### src/rtl/ecq_pkg.sv
// package for the error code and auxiliary position query block
// assumes one 50 MHz clock domain and a synchronous active-high reset
package ecq_pkg;

  // ----------------------------------------------------------------
  // sizes
  // ----------------------------------------------------------------
  localparam int NUM_AXES = 4;
  localparam int CNT_W    = 32;
  localparam int CODE_W   = 8;
  localparam int ARG_W    = 8;

  // ----------------------------------------------------------------
  // reset values
  // ----------------------------------------------------------------
  localparam logic [CODE_W-1:0] ERR_NONE = 8'h00;
  localparam logic [CNT_W-1:0]  CNT_RST  = 32'h0000_0000;
  localparam logic [ARG_W-1:0]  ARG_ZERO = 8'h00;

  // ----------------------------------------------------------------
  // error codes
  // ----------------------------------------------------------------
  localparam logic [CODE_W-1:0] ERR_CAM_MODE      = 8'h68; // 104
  localparam logic [CODE_W-1:0] ERR_BZ_TIMEOUT    = 8'h70; // 112
  localparam logic [CODE_W-1:0] ERR_BZ_NO_MOTION  = 8'h71; // 113
  localparam logic [CODE_W-1:0] ERR_BZ_RUNAWAY    = 8'h72; // 114
  localparam logic [CODE_W-1:0] ERR_STEPPER_AXIS  = 8'h77; // 119
  localparam logic [CODE_W-1:0] ERR_NET_TX        = 8'h78; // 120
  localparam logic [CODE_W-1:0] ERR_NET_RX_PACKET = 8'h79; // 121
  localparam logic [CODE_W-1:0] ERR_TCP_SYNC      = 8'h7B; // 123
  localparam logic [CODE_W-1:0] ERR_SERIAL_TMO    = 8'h83; // 131
  localparam logic [CODE_W-1:0] ERR_LOCKED        = 8'h85; // 133
  localparam logic [CODE_W-1:0] ERR_ALL_MOTORS_ON = 8'h86; // 134
  localparam logic [CODE_W-1:0] ERR_MOTOR_ON      = 8'h87; // 135
  localparam logic [CODE_W-1:0] ERR_BAD_PASSWORD  = 8'h88; // 136
  localparam logic [CODE_W-1:0] ERR_PASS_MISMATCH = 8'h8A; // 138
  localparam logic [CODE_W-1:0] ERR_ENC_TYPE      = 8'h90; // 144

  // ----------------------------------------------------------------
  // command carrier
  // ----------------------------------------------------------------
  typedef enum logic [1:0] {
    OP_ERR_QUERY,   // error_code_query, any of its three forms
    OP_ERR_OPERAND, // error_code_operand read
    OP_AUX_QUERY,   // aux_position_query with axis mask
    OP_OTHER        // any other command, checked for rejection
  } ecq_op_type;

  typedef struct packed {
    ecq_op_type       op;
    logic [ARG_W-1:0] arg;          // query argument or axis mask
    logic [1:0]       axis;         // addressed axis of an other command
    logic             need_all_off; // needs every motor off
    logic             need_axis_off;// needs addressed motor off
    logic             no_stepper;   // not allowed on stepper axis
    logic             no_cam;       // not allowed in cam mode
    logic             enc_check;    // depends on encoder type
    logic [1:0]       enc_type;     // encoder type it expects
  } ecq_cmd_type;

  // one-cycle error event strobes from the rest of the controller
  typedef struct packed {
    logic serial_timeout;
    logic bz_timeout;
    logic bz_no_motion;
    logic bz_runaway;
    logic net_tx_fail;
    logic net_bad_packet;
    logic tcp_lost_sync;
    logic lock_reject;
    logic bad_password;
    logic password_mismatch;
  } ecq_event_type;

endpackage

### src/rtl/ecq_top.sv
// error code store and auxiliary position query engine
// assumes commands and status come from logic on clk_sys; encoder pins
// are asynchronous and synchronised inside each axis counter
`timescale 1ns/1ps

module ecq_top (
  // clock and reset
  input  wire logic                         clk_sys,
  input  wire logic                         sys_rst,
  // command port
  input  wire logic                         cmd_valid,
  input  wire ecq_pkg::ecq_cmd_type         cmd,
  output logic                              cmd_ready,
  output logic                              cmd_reject,
  // answer port
  output logic                              resp_valid,
  output logic [ecq_pkg::CNT_W-1:0]         resp_data,
  output logic                              resp_last,
  // error events and stored code
  input  wire ecq_pkg::ecq_event_type       evt,
  output logic [ecq_pkg::CODE_W-1:0]        err_code,
  // axis state
  input  wire logic [ecq_pkg::NUM_AXES-1:0] motor_off_state,
  input  wire logic [ecq_pkg::NUM_AXES-1:0] stepper_mode,
  input  wire logic [ecq_pkg::NUM_AXES-1:0] electronic_cam_mode,
  input  wire logic [ecq_pkg::NUM_AXES-1:0] compare_in_use,
  input  wire logic [2*ecq_pkg::NUM_AXES-1:0] enc_type,
  // encoder pins and step strobes
  input  wire logic [ecq_pkg::NUM_AXES-1:0] aux_enc_a,
  input  wire logic [ecq_pkg::NUM_AXES-1:0] aux_enc_b,
  input  wire logic [ecq_pkg::NUM_AXES-1:0] step_pulse,
  input  wire logic [ecq_pkg::NUM_AXES-1:0] step_dir,
  // auxiliary counting offered per axis
  output logic [ecq_pkg::NUM_AXES-1:0]      aux_enc_avail
);

  typedef enum logic {ST_IDLE, ST_AUX} ecq_state_type;

  localparam int NA = ecq_pkg::NUM_AXES;
  localparam int CW = ecq_pkg::CNT_W;

  ecq_state_type              state_q;
  logic                       ready_q;
  logic                       reject_q;
  logic                       rvalid_q;
  logic [CW-1:0]              rdata_q;
  logic                       rlast_q;
  logic [ecq_pkg::CODE_W-1:0] err_q;
  logic [ecq_pkg::CODE_W-1:0] err_d;
  logic [NA-1:0]              avail_q;
  logic [NA-1:0]              mask_q;
  logic [1:0]                 idx_q;
  logic [CW-1:0]              counts [NA];
  logic                       take;
  logic                       take_other;
  logic                       rej_now;
  logic [ecq_pkg::CODE_W-1:0] rej_code;
  logic                       evt_any;
  logic [ecq_pkg::CODE_W-1:0] evt_code;
  logic                       new_err;
  logic                       axis_off;
  logic                       axis_step;
  logic                       axis_cam;
  logic [1:0]                 axis_enc;
  logic [NA-1:0]              mask_in;
  logic [NA-1:0]              higher;

  // ----------------------------------------------------------------
  // per axis counters
  // ----------------------------------------------------------------
  for (genvar g = 0; g < NA; g++) begin : g_axis
    ecq_aux_counter u_cnt (
      .clk_sys        (clk_sys),
      .sys_rst        (sys_rst),
      .stepper_mode   (stepper_mode[g]),
      .compare_in_use (compare_in_use[g]),
      .aux_enc_a      (aux_enc_a[g]),
      .aux_enc_b      (aux_enc_b[g]),
      .step_pulse     (step_pulse[g]),
      .step_dir       (step_dir[g]),
      .count          (counts[g])
    );
  end

  // ----------------------------------------------------------------
  // command checks
  // ----------------------------------------------------------------
  assign take       = cmd_valid && ready_q;
  assign take_other = take && cmd.op == ecq_pkg::OP_OTHER;
  assign axis_off   = motor_off_state[cmd.axis];
  assign axis_step  = stepper_mode[cmd.axis];
  assign axis_cam   = electronic_cam_mode[cmd.axis];
  assign axis_enc   = enc_type[2*cmd.axis +: 2];

  // first failing condition names the rejection
  always_comb begin
    rej_now  = 1'b1;
    rej_code = ecq_pkg::ERR_NONE;
    if (cmd.need_all_off && !(&motor_off_state)) begin
      rej_code = ecq_pkg::ERR_ALL_MOTORS_ON;
    end else if (cmd.need_axis_off && !axis_off) begin
      rej_code = ecq_pkg::ERR_MOTOR_ON;
    end else if (cmd.no_stepper && axis_step) begin
      rej_code = ecq_pkg::ERR_STEPPER_AXIS;
    end else if (cmd.no_cam && axis_cam) begin
      rej_code = ecq_pkg::ERR_CAM_MODE;
    end else if (cmd.enc_check && axis_enc != cmd.enc_type) begin
      rej_code = ecq_pkg::ERR_ENC_TYPE;
    end else begin
      rej_now = 1'b0;
    end
    rej_now = rej_now && take_other;
  end

  // ----------------------------------------------------------------
  // event codes; one event per cycle expected, fixed order otherwise
  // ----------------------------------------------------------------
  always_comb begin
    evt_any  = 1'b1;
    evt_code = ecq_pkg::ERR_NONE;
    if (evt.lock_reject) begin
      evt_code = ecq_pkg::ERR_LOCKED;
    end else if (evt.bad_password) begin
      evt_code = ecq_pkg::ERR_BAD_PASSWORD;
    end else if (evt.password_mismatch) begin
      evt_code = ecq_pkg::ERR_PASS_MISMATCH;
    end else if (evt.serial_timeout) begin
      evt_code = ecq_pkg::ERR_SERIAL_TMO;
    end else if (evt.bz_timeout) begin
      evt_code = ecq_pkg::ERR_BZ_TIMEOUT;
    end else if (evt.bz_no_motion) begin
      evt_code = ecq_pkg::ERR_BZ_NO_MOTION;
    end else if (evt.bz_runaway) begin
      evt_code = ecq_pkg::ERR_BZ_RUNAWAY;
    end else if (evt.net_tx_fail) begin
      evt_code = ecq_pkg::ERR_NET_TX;
    end else if (evt.net_bad_packet) begin
      evt_code = ecq_pkg::ERR_NET_RX_PACKET;
    end else if (evt.tcp_lost_sync) begin
      evt_code = ecq_pkg::ERR_TCP_SYNC;
    end else begin
      evt_any = 1'b0;
    end
  end

  // the command's own rejection is reported over a side event
  assign new_err = rej_now || evt_any;
  assign err_d   = rej_now ? rej_code : evt_code;

  // ----------------------------------------------------------------
  // stored error code; a new error wins over the query's clear
  // ----------------------------------------------------------------
  always_ff @(posedge clk_sys) begin
    if (sys_rst) begin
      err_q <= ecq_pkg::ERR_NONE;
    end else if (new_err) begin
      err_q <= err_d;
    end else if (take && cmd.op == ecq_pkg::OP_ERR_QUERY) begin
      err_q <= ecq_pkg::ERR_NONE;
    end
  end

  // ----------------------------------------------------------------
  // availability of auxiliary counting
  // ----------------------------------------------------------------
  always_ff @(posedge clk_sys) begin
    if (sys_rst) begin
      avail_q <= '0;
    end else begin
      avail_q <= ~stepper_mode & ~compare_in_use;
    end
  end

  // ----------------------------------------------------------------
  // query sequencer; aux answers one word per selected axis
  // ----------------------------------------------------------------
  // a zero mask means every axis, as an empty argument does
  assign mask_in = (cmd.arg[NA-1:0] == '0) ? '1 : cmd.arg[NA-1:0];
  // 3-bit sum so that index 3 shifts the whole mask out and ends the walk
  assign higher  = mask_q >> ({1'b0, idx_q} + 3'h1);

  always_ff @(posedge clk_sys) begin
    if (sys_rst) begin
      state_q  <= ST_IDLE;
      ready_q  <= 1'b0;
      reject_q <= 1'b0;
      rvalid_q <= 1'b0;
      rdata_q  <= '0;
      rlast_q  <= 1'b0;
      mask_q   <= '0;
      idx_q    <= 2'h0;
    end else begin
      reject_q <= rej_now;
      rvalid_q <= 1'b0;
      rlast_q  <= 1'b0;
      case (state_q)
        ST_IDLE: begin
          ready_q <= 1'b1;
          if (take) begin
            case (cmd.op)
              ecq_pkg::OP_ERR_QUERY,
              ecq_pkg::OP_ERR_OPERAND: begin
                // every argument form reads the same code
                rvalid_q <= 1'b1;
                rdata_q  <= {{(CW-ecq_pkg::CODE_W){1'b0}}, err_q};
                rlast_q  <= 1'b1;
              end
              ecq_pkg::OP_AUX_QUERY: begin
                mask_q  <= mask_in;
                idx_q   <= 2'h0;
                ready_q <= 1'b0;
                state_q <= ST_AUX;
              end
              default: begin
                rvalid_q <= 1'b0;
              end
            endcase
          end
        end
        ST_AUX: begin
          if (mask_q[idx_q]) begin
            rvalid_q <= 1'b1;
            rdata_q  <= counts[idx_q];
            rlast_q  <= (higher == '0);
          end
          if (higher == '0) begin
            state_q <= ST_IDLE;
            ready_q <= 1'b1;
          end
          idx_q <= idx_q + 2'h1;
        end
        default: begin
          state_q <= ST_IDLE;
        end
      endcase
    end
  end

  assign cmd_ready     = ready_q;
  assign cmd_reject    = reject_q;
  assign resp_valid    = rvalid_q;
  assign resp_data     = rdata_q;
  assign resp_last     = rlast_q;
  assign err_code      = err_q;
  assign aux_enc_avail = avail_q;

  // ----------------------------------------------------------------
  // checks
  // ----------------------------------------------------------------
  logic only_evt;
  assign only_evt = $onehot(evt) && !take_other;

  property p_query_reads;
    @(posedge clk_sys) disable iff (sys_rst)
    take && cmd.op == ecq_pkg::OP_ERR_QUERY
      |=> resp_valid && resp_last && resp_data[7:0] == $past(err_q);
  endproperty
  a_query_reads: assert property (p_query_reads)
    else $error("query did not return stored code");

  property p_query_clears;
    @(posedge clk_sys) disable iff (sys_rst)
    take && cmd.op == ecq_pkg::OP_ERR_QUERY && !new_err
      |=> err_code == ecq_pkg::ERR_NONE;
  endproperty
  a_query_clears: assert property (p_query_clears)
    else $error("query left code uncleared");

  property p_operand_keeps;
    @(posedge clk_sys) disable iff (sys_rst)
    take && cmd.op == ecq_pkg::OP_ERR_OPERAND && !new_err
      |=> $stable(err_code) && resp_data[7:0] == err_code;
  endproperty
  a_operand_keeps: assert property (p_operand_keeps)
    else $error("operand read changed code");

  property p_serial_code;
    @(posedge clk_sys) disable iff (sys_rst)
    only_evt && evt.serial_timeout |=> err_code == ecq_pkg::ERR_SERIAL_TMO;
  endproperty
  a_serial_code: assert property (p_serial_code)
    else $error("serial timeout code wrong");

  property p_aux_first;
    @(posedge clk_sys) disable iff (sys_rst)
    take && cmd.op == ecq_pkg::OP_AUX_QUERY && cmd.arg[0]
      |=> ##1 resp_valid && resp_data == $past(counts[0]);
  endproperty
  a_aux_first: assert property (p_aux_first)
    else $error("aux answer not first axis count");

  property p_bz_codes;
    @(posedge clk_sys) disable iff (sys_rst)
    only_evt && evt.bz_runaway |=> err_code == ecq_pkg::ERR_BZ_RUNAWAY;
  endproperty
  a_bz_codes: assert property (p_bz_codes)
    else $error("zeroing runaway code wrong");

  property p_net_codes;
    @(posedge clk_sys) disable iff (sys_rst)
    only_evt && evt.tcp_lost_sync |=> err_code == ecq_pkg::ERR_TCP_SYNC;
  endproperty
  a_net_codes: assert property (p_net_codes)
    else $error("sync loss code wrong");

  property p_lock_code;
    @(posedge clk_sys) disable iff (sys_rst)
    only_evt && evt.lock_reject |=> err_code == ecq_pkg::ERR_LOCKED;
  endproperty
  a_lock_code: assert property (p_lock_code)
    else $error("locked code wrong");

  property p_all_off;
    @(posedge clk_sys) disable iff (sys_rst)
    take_other && cmd.need_all_off && !(&motor_off_state)
      |=> cmd_reject && err_code == ecq_pkg::ERR_ALL_MOTORS_ON;
  endproperty
  a_all_off: assert property (p_all_off)
    else $error("all-off rejection missing");

  property p_newest;
    @(posedge clk_sys) disable iff (sys_rst)
    new_err |=> err_code == $past(err_d);
  endproperty
  a_newest: assert property (p_newest)
    else $error("newer error not stored");

  c_query:  cover property (@(posedge clk_sys)
    take && cmd.op == ecq_pkg::OP_ERR_QUERY && err_q != '0);
  c_aux:    cover property (@(posedge clk_sys) resp_valid && !resp_last);
  c_reject: cover property (@(posedge clk_sys) cmd_reject);

endmodule

### src/rtl/ecq_aux_counter.sv
// one axis of auxiliary position counting
// assumes encoder pins are asynchronous and step strobes are on clk_sys
`timescale 1ns/1ps

module ecq_aux_counter (
  // clock and reset
  input  wire logic                      clk_sys,
  input  wire logic                      sys_rst,
  // axis configuration
  input  wire logic                      stepper_mode,
  input  wire logic                      compare_in_use,
  // encoder pins
  input  wire logic                      aux_enc_a,
  input  wire logic                      aux_enc_b,
  // step generator strobes
  input  wire logic                      step_pulse,
  input  wire logic                      step_dir,
  // count
  output logic [ecq_pkg::CNT_W-1:0]      count
);

  logic [1:0]                 sync1_q;
  logic [1:0]                 sync2_q;
  logic [1:0]                 prev_q;
  logic [ecq_pkg::CNT_W-1:0]  cnt_q;
  logic                       enc_on;
  logic                       up;
  logic                       dn;

  // ----------------------------------------------------------------
  // pin synchroniser, first stage read only by second
  // ----------------------------------------------------------------
  always_ff @(posedge clk_sys) begin
    if (sys_rst) begin
      sync1_q <= 2'h0;
      sync2_q <= 2'h0;
      prev_q  <= 2'h0;
    end else begin
      sync1_q <= {aux_enc_a, aux_enc_b};
      sync2_q <= sync1_q;
      prev_q  <= sync2_q;
    end
  end

  // quadrature decode, one count per gray step
  assign enc_on = !stepper_mode && !compare_in_use;
  assign up = (prev_q == 2'h0 && sync2_q == 2'h2) ||
              (prev_q == 2'h2 && sync2_q == 2'h3) ||
              (prev_q == 2'h3 && sync2_q == 2'h1) ||
              (prev_q == 2'h1 && sync2_q == 2'h0);
  assign dn = (prev_q == 2'h0 && sync2_q == 2'h1) ||
              (prev_q == 2'h1 && sync2_q == 2'h3) ||
              (prev_q == 2'h3 && sync2_q == 2'h2) ||
              (prev_q == 2'h2 && sync2_q == 2'h0);

  // ----------------------------------------------------------------
  // counter: steps on a stepper axis, encoder otherwise while compare is not in use
  // ----------------------------------------------------------------
  always_ff @(posedge clk_sys) begin
    if (sys_rst) begin
      cnt_q <= ecq_pkg::CNT_RST;
    end else if (stepper_mode) begin
      if (step_pulse) begin
        cnt_q <= step_dir ? cnt_q + 1'b1 : cnt_q - 1'b1;
      end
    end else if (enc_on && up) begin
      cnt_q <= cnt_q + 1'b1;
    end else if (enc_on && dn) begin
      cnt_q <= cnt_q - 1'b1;
    end
  end

  assign count = cnt_q;

  // ----------------------------------------------------------------
  // checks
  // ----------------------------------------------------------------
  property p_step_count;
    @(posedge clk_sys) disable iff (sys_rst)
    stepper_mode && step_pulse && step_dir
      |=> cnt_q == $past(cnt_q) + 1'b1;
  endproperty
  a_step_count: assert property (p_step_count)
    else $error("step count did not advance");

  property p_no_enc_count;
    @(posedge clk_sys) disable iff (sys_rst)
    !stepper_mode && compare_in_use |=> $stable(cnt_q);
  endproperty
  a_no_enc_count: assert property (p_no_enc_count)
    else $error("encoder counted while compare in use");

  c_enc_up: cover property (@(posedge clk_sys) enc_on && up);

endmodule

### config.mk
export PLATFORM = sky130hd
export DESIGN_NAME = ecq_top
export DESIGN_NICKNAME = d
export VERILOG_FILES = /design/src/rtl/ecq_pkg.sv /design/src/rtl/ecq_top.sv /design/src/rtl/ecq_aux_counter.sv
export SDC_FILE = /design/constraint.sdc
export NUM_CORES = 1
export LEC_CHECK = 0
export BUFFER_PORTS_ARGS = -buffer_cell sky130_fd_sc_hd__buf_4
export CAP_MARGIN = 40
export CORE_MARGIN = 2
export CORE_UTILIZATION = 45
export DETAILED_ROUTE_END_ITERATION = 6
export SLEW_MARGIN = 20
export SYNTH_ARGS = -nofsm -noshare
export SYNTH_HDL_FRONTEND = slang
export SYNTH_SLANG_ARGS = --single-unit
### constraint.sdc
create_clock -name clk_sys -period 5.1 [get_ports clk_sys]
set_input_delay 0.51 -clock clk_sys [delete_from_list [all_inputs] [get_ports clk_sys]]
set_output_delay 0.51 -clock clk_sys [all_outputs]
set_load 0.02 [all_outputs]
# Word level (Yosys, flattened, before mapping)
# Cells that the tools add are included.
# word_totals
regBits,207
elab_cells,282
# classes
addsub,10
n_lt_le_gt_ge,3
eq_ne,37
shifts,2
n_mux,86
bitwise,5
reduce_logical,113
# ops
operator,n
32-bit two-way mux,25
32-bit by 1-bit adder with 32-bit output (second input constant),4
32-bit by 1-bit subtractor with 32-bit output (second input constant),4
8-bit two-way mux,12
32-bit binary-select mux with 2-bit select,1
32-bit one-hot mux with 2 select lines,1
1-bit logical AND,53
7-bit two-way mux,6
2-bit equality test (second input constant),18
1-bit two-way mux,29
1-bit logical OR,25
2-bit by 1-bit equality test with 1-bit output (second input constant),9
2-bit zero test,9
2-bit by 1-bit != test with 1-bit output (second input constant),8
3-bit nonzero test,4
1-bit zero test,10
2-bit AND reduction,5
1-bit binary-select mux with 2-bit select,4
4-bit zero test,2
4-bit NOT,2
1-bit one-hot mux with 2 select lines,4
8-bit by 4-bit variable part select with 2-bit output,1
2-bit by 3-bit < comparator with 1-bit output (second input constant),2
3-bit AND reduction,2
other kinds (15),16

# Logic depth before layout (Yosys ltp)
# logic_depth
ltp_word,12
mapped_depth,9
mapped_depth_nobuf,8

# Modules after synthesis
# From an unflattened synthesis, not the netlist that was laid out.
# unflattened
hier_cells,1545
hier_area_um2,12864.8
# modules_own_cells
mod,n_inst,cells_per_inst,area_per_inst_um2,seq_area_each_um2
ecq_aux_counter (g_axis[0].u_cnt ...),3,295,2302.2,760.7
ecq_top,1,308,3148.0,1081.0
ecq_aux_counter (g_axis[3].u_cnt),1,352,2810.2,760.7

# Worst setup path before layout
# No wires, ideal clock.
# synth_timing
kind,register to register
startpoint,reg g_axis[2].u_cnt.cnt_q (netlist bit g_axis[2].u_cnt.count[10])
endpoint,reg g_axis[2].u_cnt.cnt_q (netlist bit g_axis[2].u_cnt.count[31])
setup_ns,0.123
t_arrival_ns,2.567
t_required_ns,4.977
path_slack_ns,2.410
stages_incl_launch_ff,9
synth_period_minus_slack_ns,2.690
cell_sequence,dfxtp_1 -> buf_6 -> or4_1 -> clkbuf_2 -> or4_4 -> nor3_2 -> or3b_1 -> a21oi_2 -> mux2_1
# synth_via
elab_chain_len,4
word_cells_on_any_way,7
classes_between,2 x add/sub; 5 x mux
# synth_lines
element,line,source
"start, declared",ecq_aux_counter.sv:25,logic [ecq_pkg::CNT_W-1:0] cnt_q;
"start signal, assigned",ecq_aux_counter.sv:61,cnt_q <= ecq_pkg::CNT_RST;
"start signal, assigned",ecq_aux_counter.sv:64,cnt_q <= step_dir ? cnt_q + 1'b1 : cnt_q - 1'b1;
"start signal, assigned",ecq_aux_counter.sv:67,cnt_q <= cnt_q + 1'b1;
32-bit by 1-bit subtractor with 32-bit output / 32-bit by 1-bit adder with 32-bit output (equally long branches),"ecq_aux_counter.sv:64, ecq_aux_counter.sv:69, ecq_aux_counter.sv:67",
32-bit two-way mux (on tied branches),"ecq_aux_counter.sv:68, ecq_aux_counter.sv:64",
32-bit two-way mux (on tied branches),"ecq_aux_counter.sv:66, ecq_aux_counter.sv:63",
32-bit two-way mux *,ecq_aux_counter.sv:62,end else if (stepper_mode) begin
# Every way passes the cells marked *; elsewhere a longest branch is shown, timed or not. The select of a mux whose other input is x is not followed.
# A chain may end at the register's enable or synchronous reset.

# Worst setup path after layout
# layout_timing
startpoint,reg g_axis[0].u_cnt.cnt_q (netlist bit g_axis[0].u_cnt.count[1])
endpoint,reg g_axis[0].u_cnt.cnt_q (netlist bit g_axis[0].u_cnt.count[18])
# layout_via
elab_chain_len,4
word_cells_on_any_way,7
classes_between,2 x add/sub; 5 x mux
# layout_lines
element,line
"start, declared",ecq_aux_counter.sv:25
"start signal, assigned",ecq_aux_counter.sv:61
"start signal, assigned",ecq_aux_counter.sv:64
"start signal, assigned",ecq_aux_counter.sv:67
32-bit by 1-bit subtractor with 32-bit output / 32-bit by 1-bit adder with 32-bit output (equally long branches),"ecq_aux_counter.sv:64, ecq_aux_counter.sv:69, ecq_aux_counter.sv:67"
32-bit two-way mux (on tied branches),"ecq_aux_counter.sv:68, ecq_aux_counter.sv:64"
32-bit two-way mux (on tied branches),"ecq_aux_counter.sv:66, ecq_aux_counter.sv:63"
32-bit two-way mux *,ecq_aux_counter.sv:62
# Marked as above.

==> summary.txt <==
Setup path
  – FF-to-FF path depth: 7
  – Crit-path max FO: 9
  – Startpoint types: register
  – Critical path data required time: 5.51 ns
  – Crit path capture type: register
  – WS Path Type: reg2reg
  – Arrival time at the worst endpoint: 3.34 ns

Power
  – Sw Share: 0.348
  – Int Power: 3.58 mW
  – Sequential share of power: 0.383
  – Worst vdd ir: 0.268 mV
  – P_leak: 5.13 nW
  – Clock power frac: 0.337
  – Gate power share: 0.279
  – PD cells: 376 mW/mm2
  – Psw: 1.91 mW

Synth
  – Cell count after synthesis: 1539
  – Synthesized cell area: 0.0126 mm2
  – Area contributors post-synth: dfxtp_1 (33%), mux4_2 (6.6%), nor2_1 (5.9%), xnor2_1 (5.1%), a21oi_1 (3.3%)
  – Yosys warns: 0
  – Yosys reg bits: 206
  – Post-synth EDFFs: 0
  – Synth top cells by count: dfxtp_1 (206), nor2_1 (199), clkbuf_1 (95)
  – Distinct cell type count after synthesis: 81
  – Count leader, synth: dfxtp_1
  – Register area share after synthesis: 0.327
  – Synth area leader: dfxtp_1
  – Syn Area/Cell: 8.20 um2
  – Top cell type's share of synthesized area: 0.327
  – Main flop type after synthesis: dfxtp_1
  – Post-Syn Nets: 1619
  – Post-synth ARST share: 0

Clock network
  – Worst-skew pair later-pin latency: 0.52 ns
  – Root Buffer: clkbuf_16
  – Post-CTS Resized: 0
  – Clock Path Buffers: 3
  – Post-CTS setup buffers: 0
  – CTS Hold Bufs: 0
  – Clock sink count: 206
  – Reg clk slew, reported paths: 0.06 ns
  – CTS Buf Count: 25
  – CTS tree: yes
  – CTS HTree Levels: 1

Route
  – Via count: 12349
  – Drt via density: 6.22
  – DRT Pass-1 Iters: 5
  – Drt total wl: 40600 um
  – DRT antenna net count: 0
  – Starting DRT DRC Count: 1243
  – Routed WL per cell: 20.5 um
  – DRC Markers: 0

STA
  – Final setup viols: 0
  – WHS: 0.155 ns
  – Tcrit/Tclk final: 0.574
  – Fmax: 341 MHz
  – Slew Limit Fails: 0
  – Relative slew slack: 0.262
  – Skew final: 0.00921 ns
  – Final Hold Vio Count: 0
  – Final setup TNS: 0 ns
  – Worst Tran Pin Value: 1.11 ns
  – RSZ-0062 raised after global routing: false
  – Min Tclk post-route: 2.93 ns

Global routing
  – GRT Total Usage: 0.275
  – GRT overflow: 0
  – Largest net degree at the start of global routing: 116
  – First-pass GRT wire length: 64000 um
  – Initial antenna violation count: 1
  – Vias in the first global route: 11280

Finish
  – Ant diodes: 0
  – Finished Cell Area: 0.0146 mm2
  – Filler instances: 2640
  – Fraction of layout cells with a size suffix above 1: 0.170
  – # nets final: 1668
  – Area delta synth->final: 15.6%

Die
  – Die Footprint: 0.0294 mm2
  – Initial Util: 0.456
  – # IOs: 120
  – Die height: 172 um
  – Core area: 0.0277 mm2
  – Floorplan die width: 172 um
  – Row count: 61

Place
  – IO Port Bufs: 115
  – Post-DP HPWL: 29800 um
  – Area after DPL: 0.0137 mm2
  – GPL Wtd Cong: 0.884

Status
  – Run status: finished, final reports clean

Flow run
  – Max-cap violations: 0

Hold path
  – Worst hold path stage count: 2
  – Hold Path Class: in2reg
[stage by stage]
stage,setup slack (ns),std cells,power [mW],utilization
after floorplan,2.41,1539,3.17,-
after global placement,2.00,1933,3.61,0.493
after detailed placement,1.97,1937,3.63,0.495
after CTS,2.19,1982,5.49,0.526
after global routing,1.95,1984,5.76,0.527
final,2.17,1984,5.48,0.527
[logic make-up (layout without fill, tap and decap cells)]
kind of cell    count (synthesis)  after routing  synth area share
mux                            59             59            0.0847
simple gates                  739            739             0.315
buf+inv                       141            208            0.0447
fa+ha+maj                       8              8           0.00793
xor+xnor                       97             97            0.0673
compound gates                289            289             0.154
flops                         206            206             0.327
[cells in the final DEF, fill, tap and decap left out, types with 37 or more instances in the layout]
master,count
or3_1,55
nor3_1,75
mux4_2,37
nand4_1,64
buf_4,131
nor4_1,49
o21ai_0,49
nor2b_1,37
nor2_1,198
xnor2_1,73
a21oi_1,83
nand2_1,66
dfxtp_1,205
nand3_1,72
[sequential cells by signal, summed over array words and instances (netlist names), 2 cells and up]
register,count
g_axis.u_cnt.count,128
resp_data,32
g_axis.u_cnt.prev_q,8
g_axis.u_cnt.sync1_q,8
g_axis.u_cnt.sync2_q,8
err_code,7
aux_enc_avail,4
mask_q,4
idx_q,2
[per-layer routing]
metal	GRT usage	vias up	part of all wire
met3	0.0373	63	0.069
li1	-	5856	-
met5	0	-	0
met4	0.0722	0	0.023
met1	0.379	5964	0.44
met2	0.455	466	0.47
[worst max-delay path, stage by stage, from the launching register on]
cell	delay [ns]
dfxtp_1	0.59
ha_1	0.25
nand3_1	0.18
nor2_1	0.49
nand2_1	0.13
or4b_2	0.65
a21oi_1	0.18
mux2_2	0.35
[final timing paths]
path / from / endpoint / slack, ns
setup / recovery: g_axis[0].u_cnt.count[1] / g_axis[0].u_cnt.count[18] / 2.17
hold / removal: compare_in_use[1] / aux_enc_avail[1] / 0.16
setup reg to reg: g_axis[0].u_cnt.count[1] / g_axis[0].u_cnt.count[18] / 2.17
hold reg to reg: g_axis[1].u_cnt.sync1_q[1] / g_axis[1].u_cnt.sync2_q[1] / 0.44
[area by class of cell]
type / instances / area (um2) / area share
tap: 378 / 473 / 0.0324
clock inverter: 14 / 189 / 0.0129
inverter: 25 / 93.8 / 0.00643
multi-input combinational: 1192 / 7980 / 0.547
clock buffer: 31 / 658 / 0.0451
sequential: 206 / 4130 / 0.283
timing repair buffer: 138 / 1080 / 0.0739
[power groups by stage]
stage	registers (mW)	clock network (mW)	logic, mW
after floorplan	1.93	0	1.25
after detailed placement	2.12	0	1.51
after CTS	2.09	1.88	1.52
after global placement	2.12	0	1.49
final	2.10	1.85	1.53
after global routing	2.12	1.95	1.69
(Power assumes the default switching activity.)
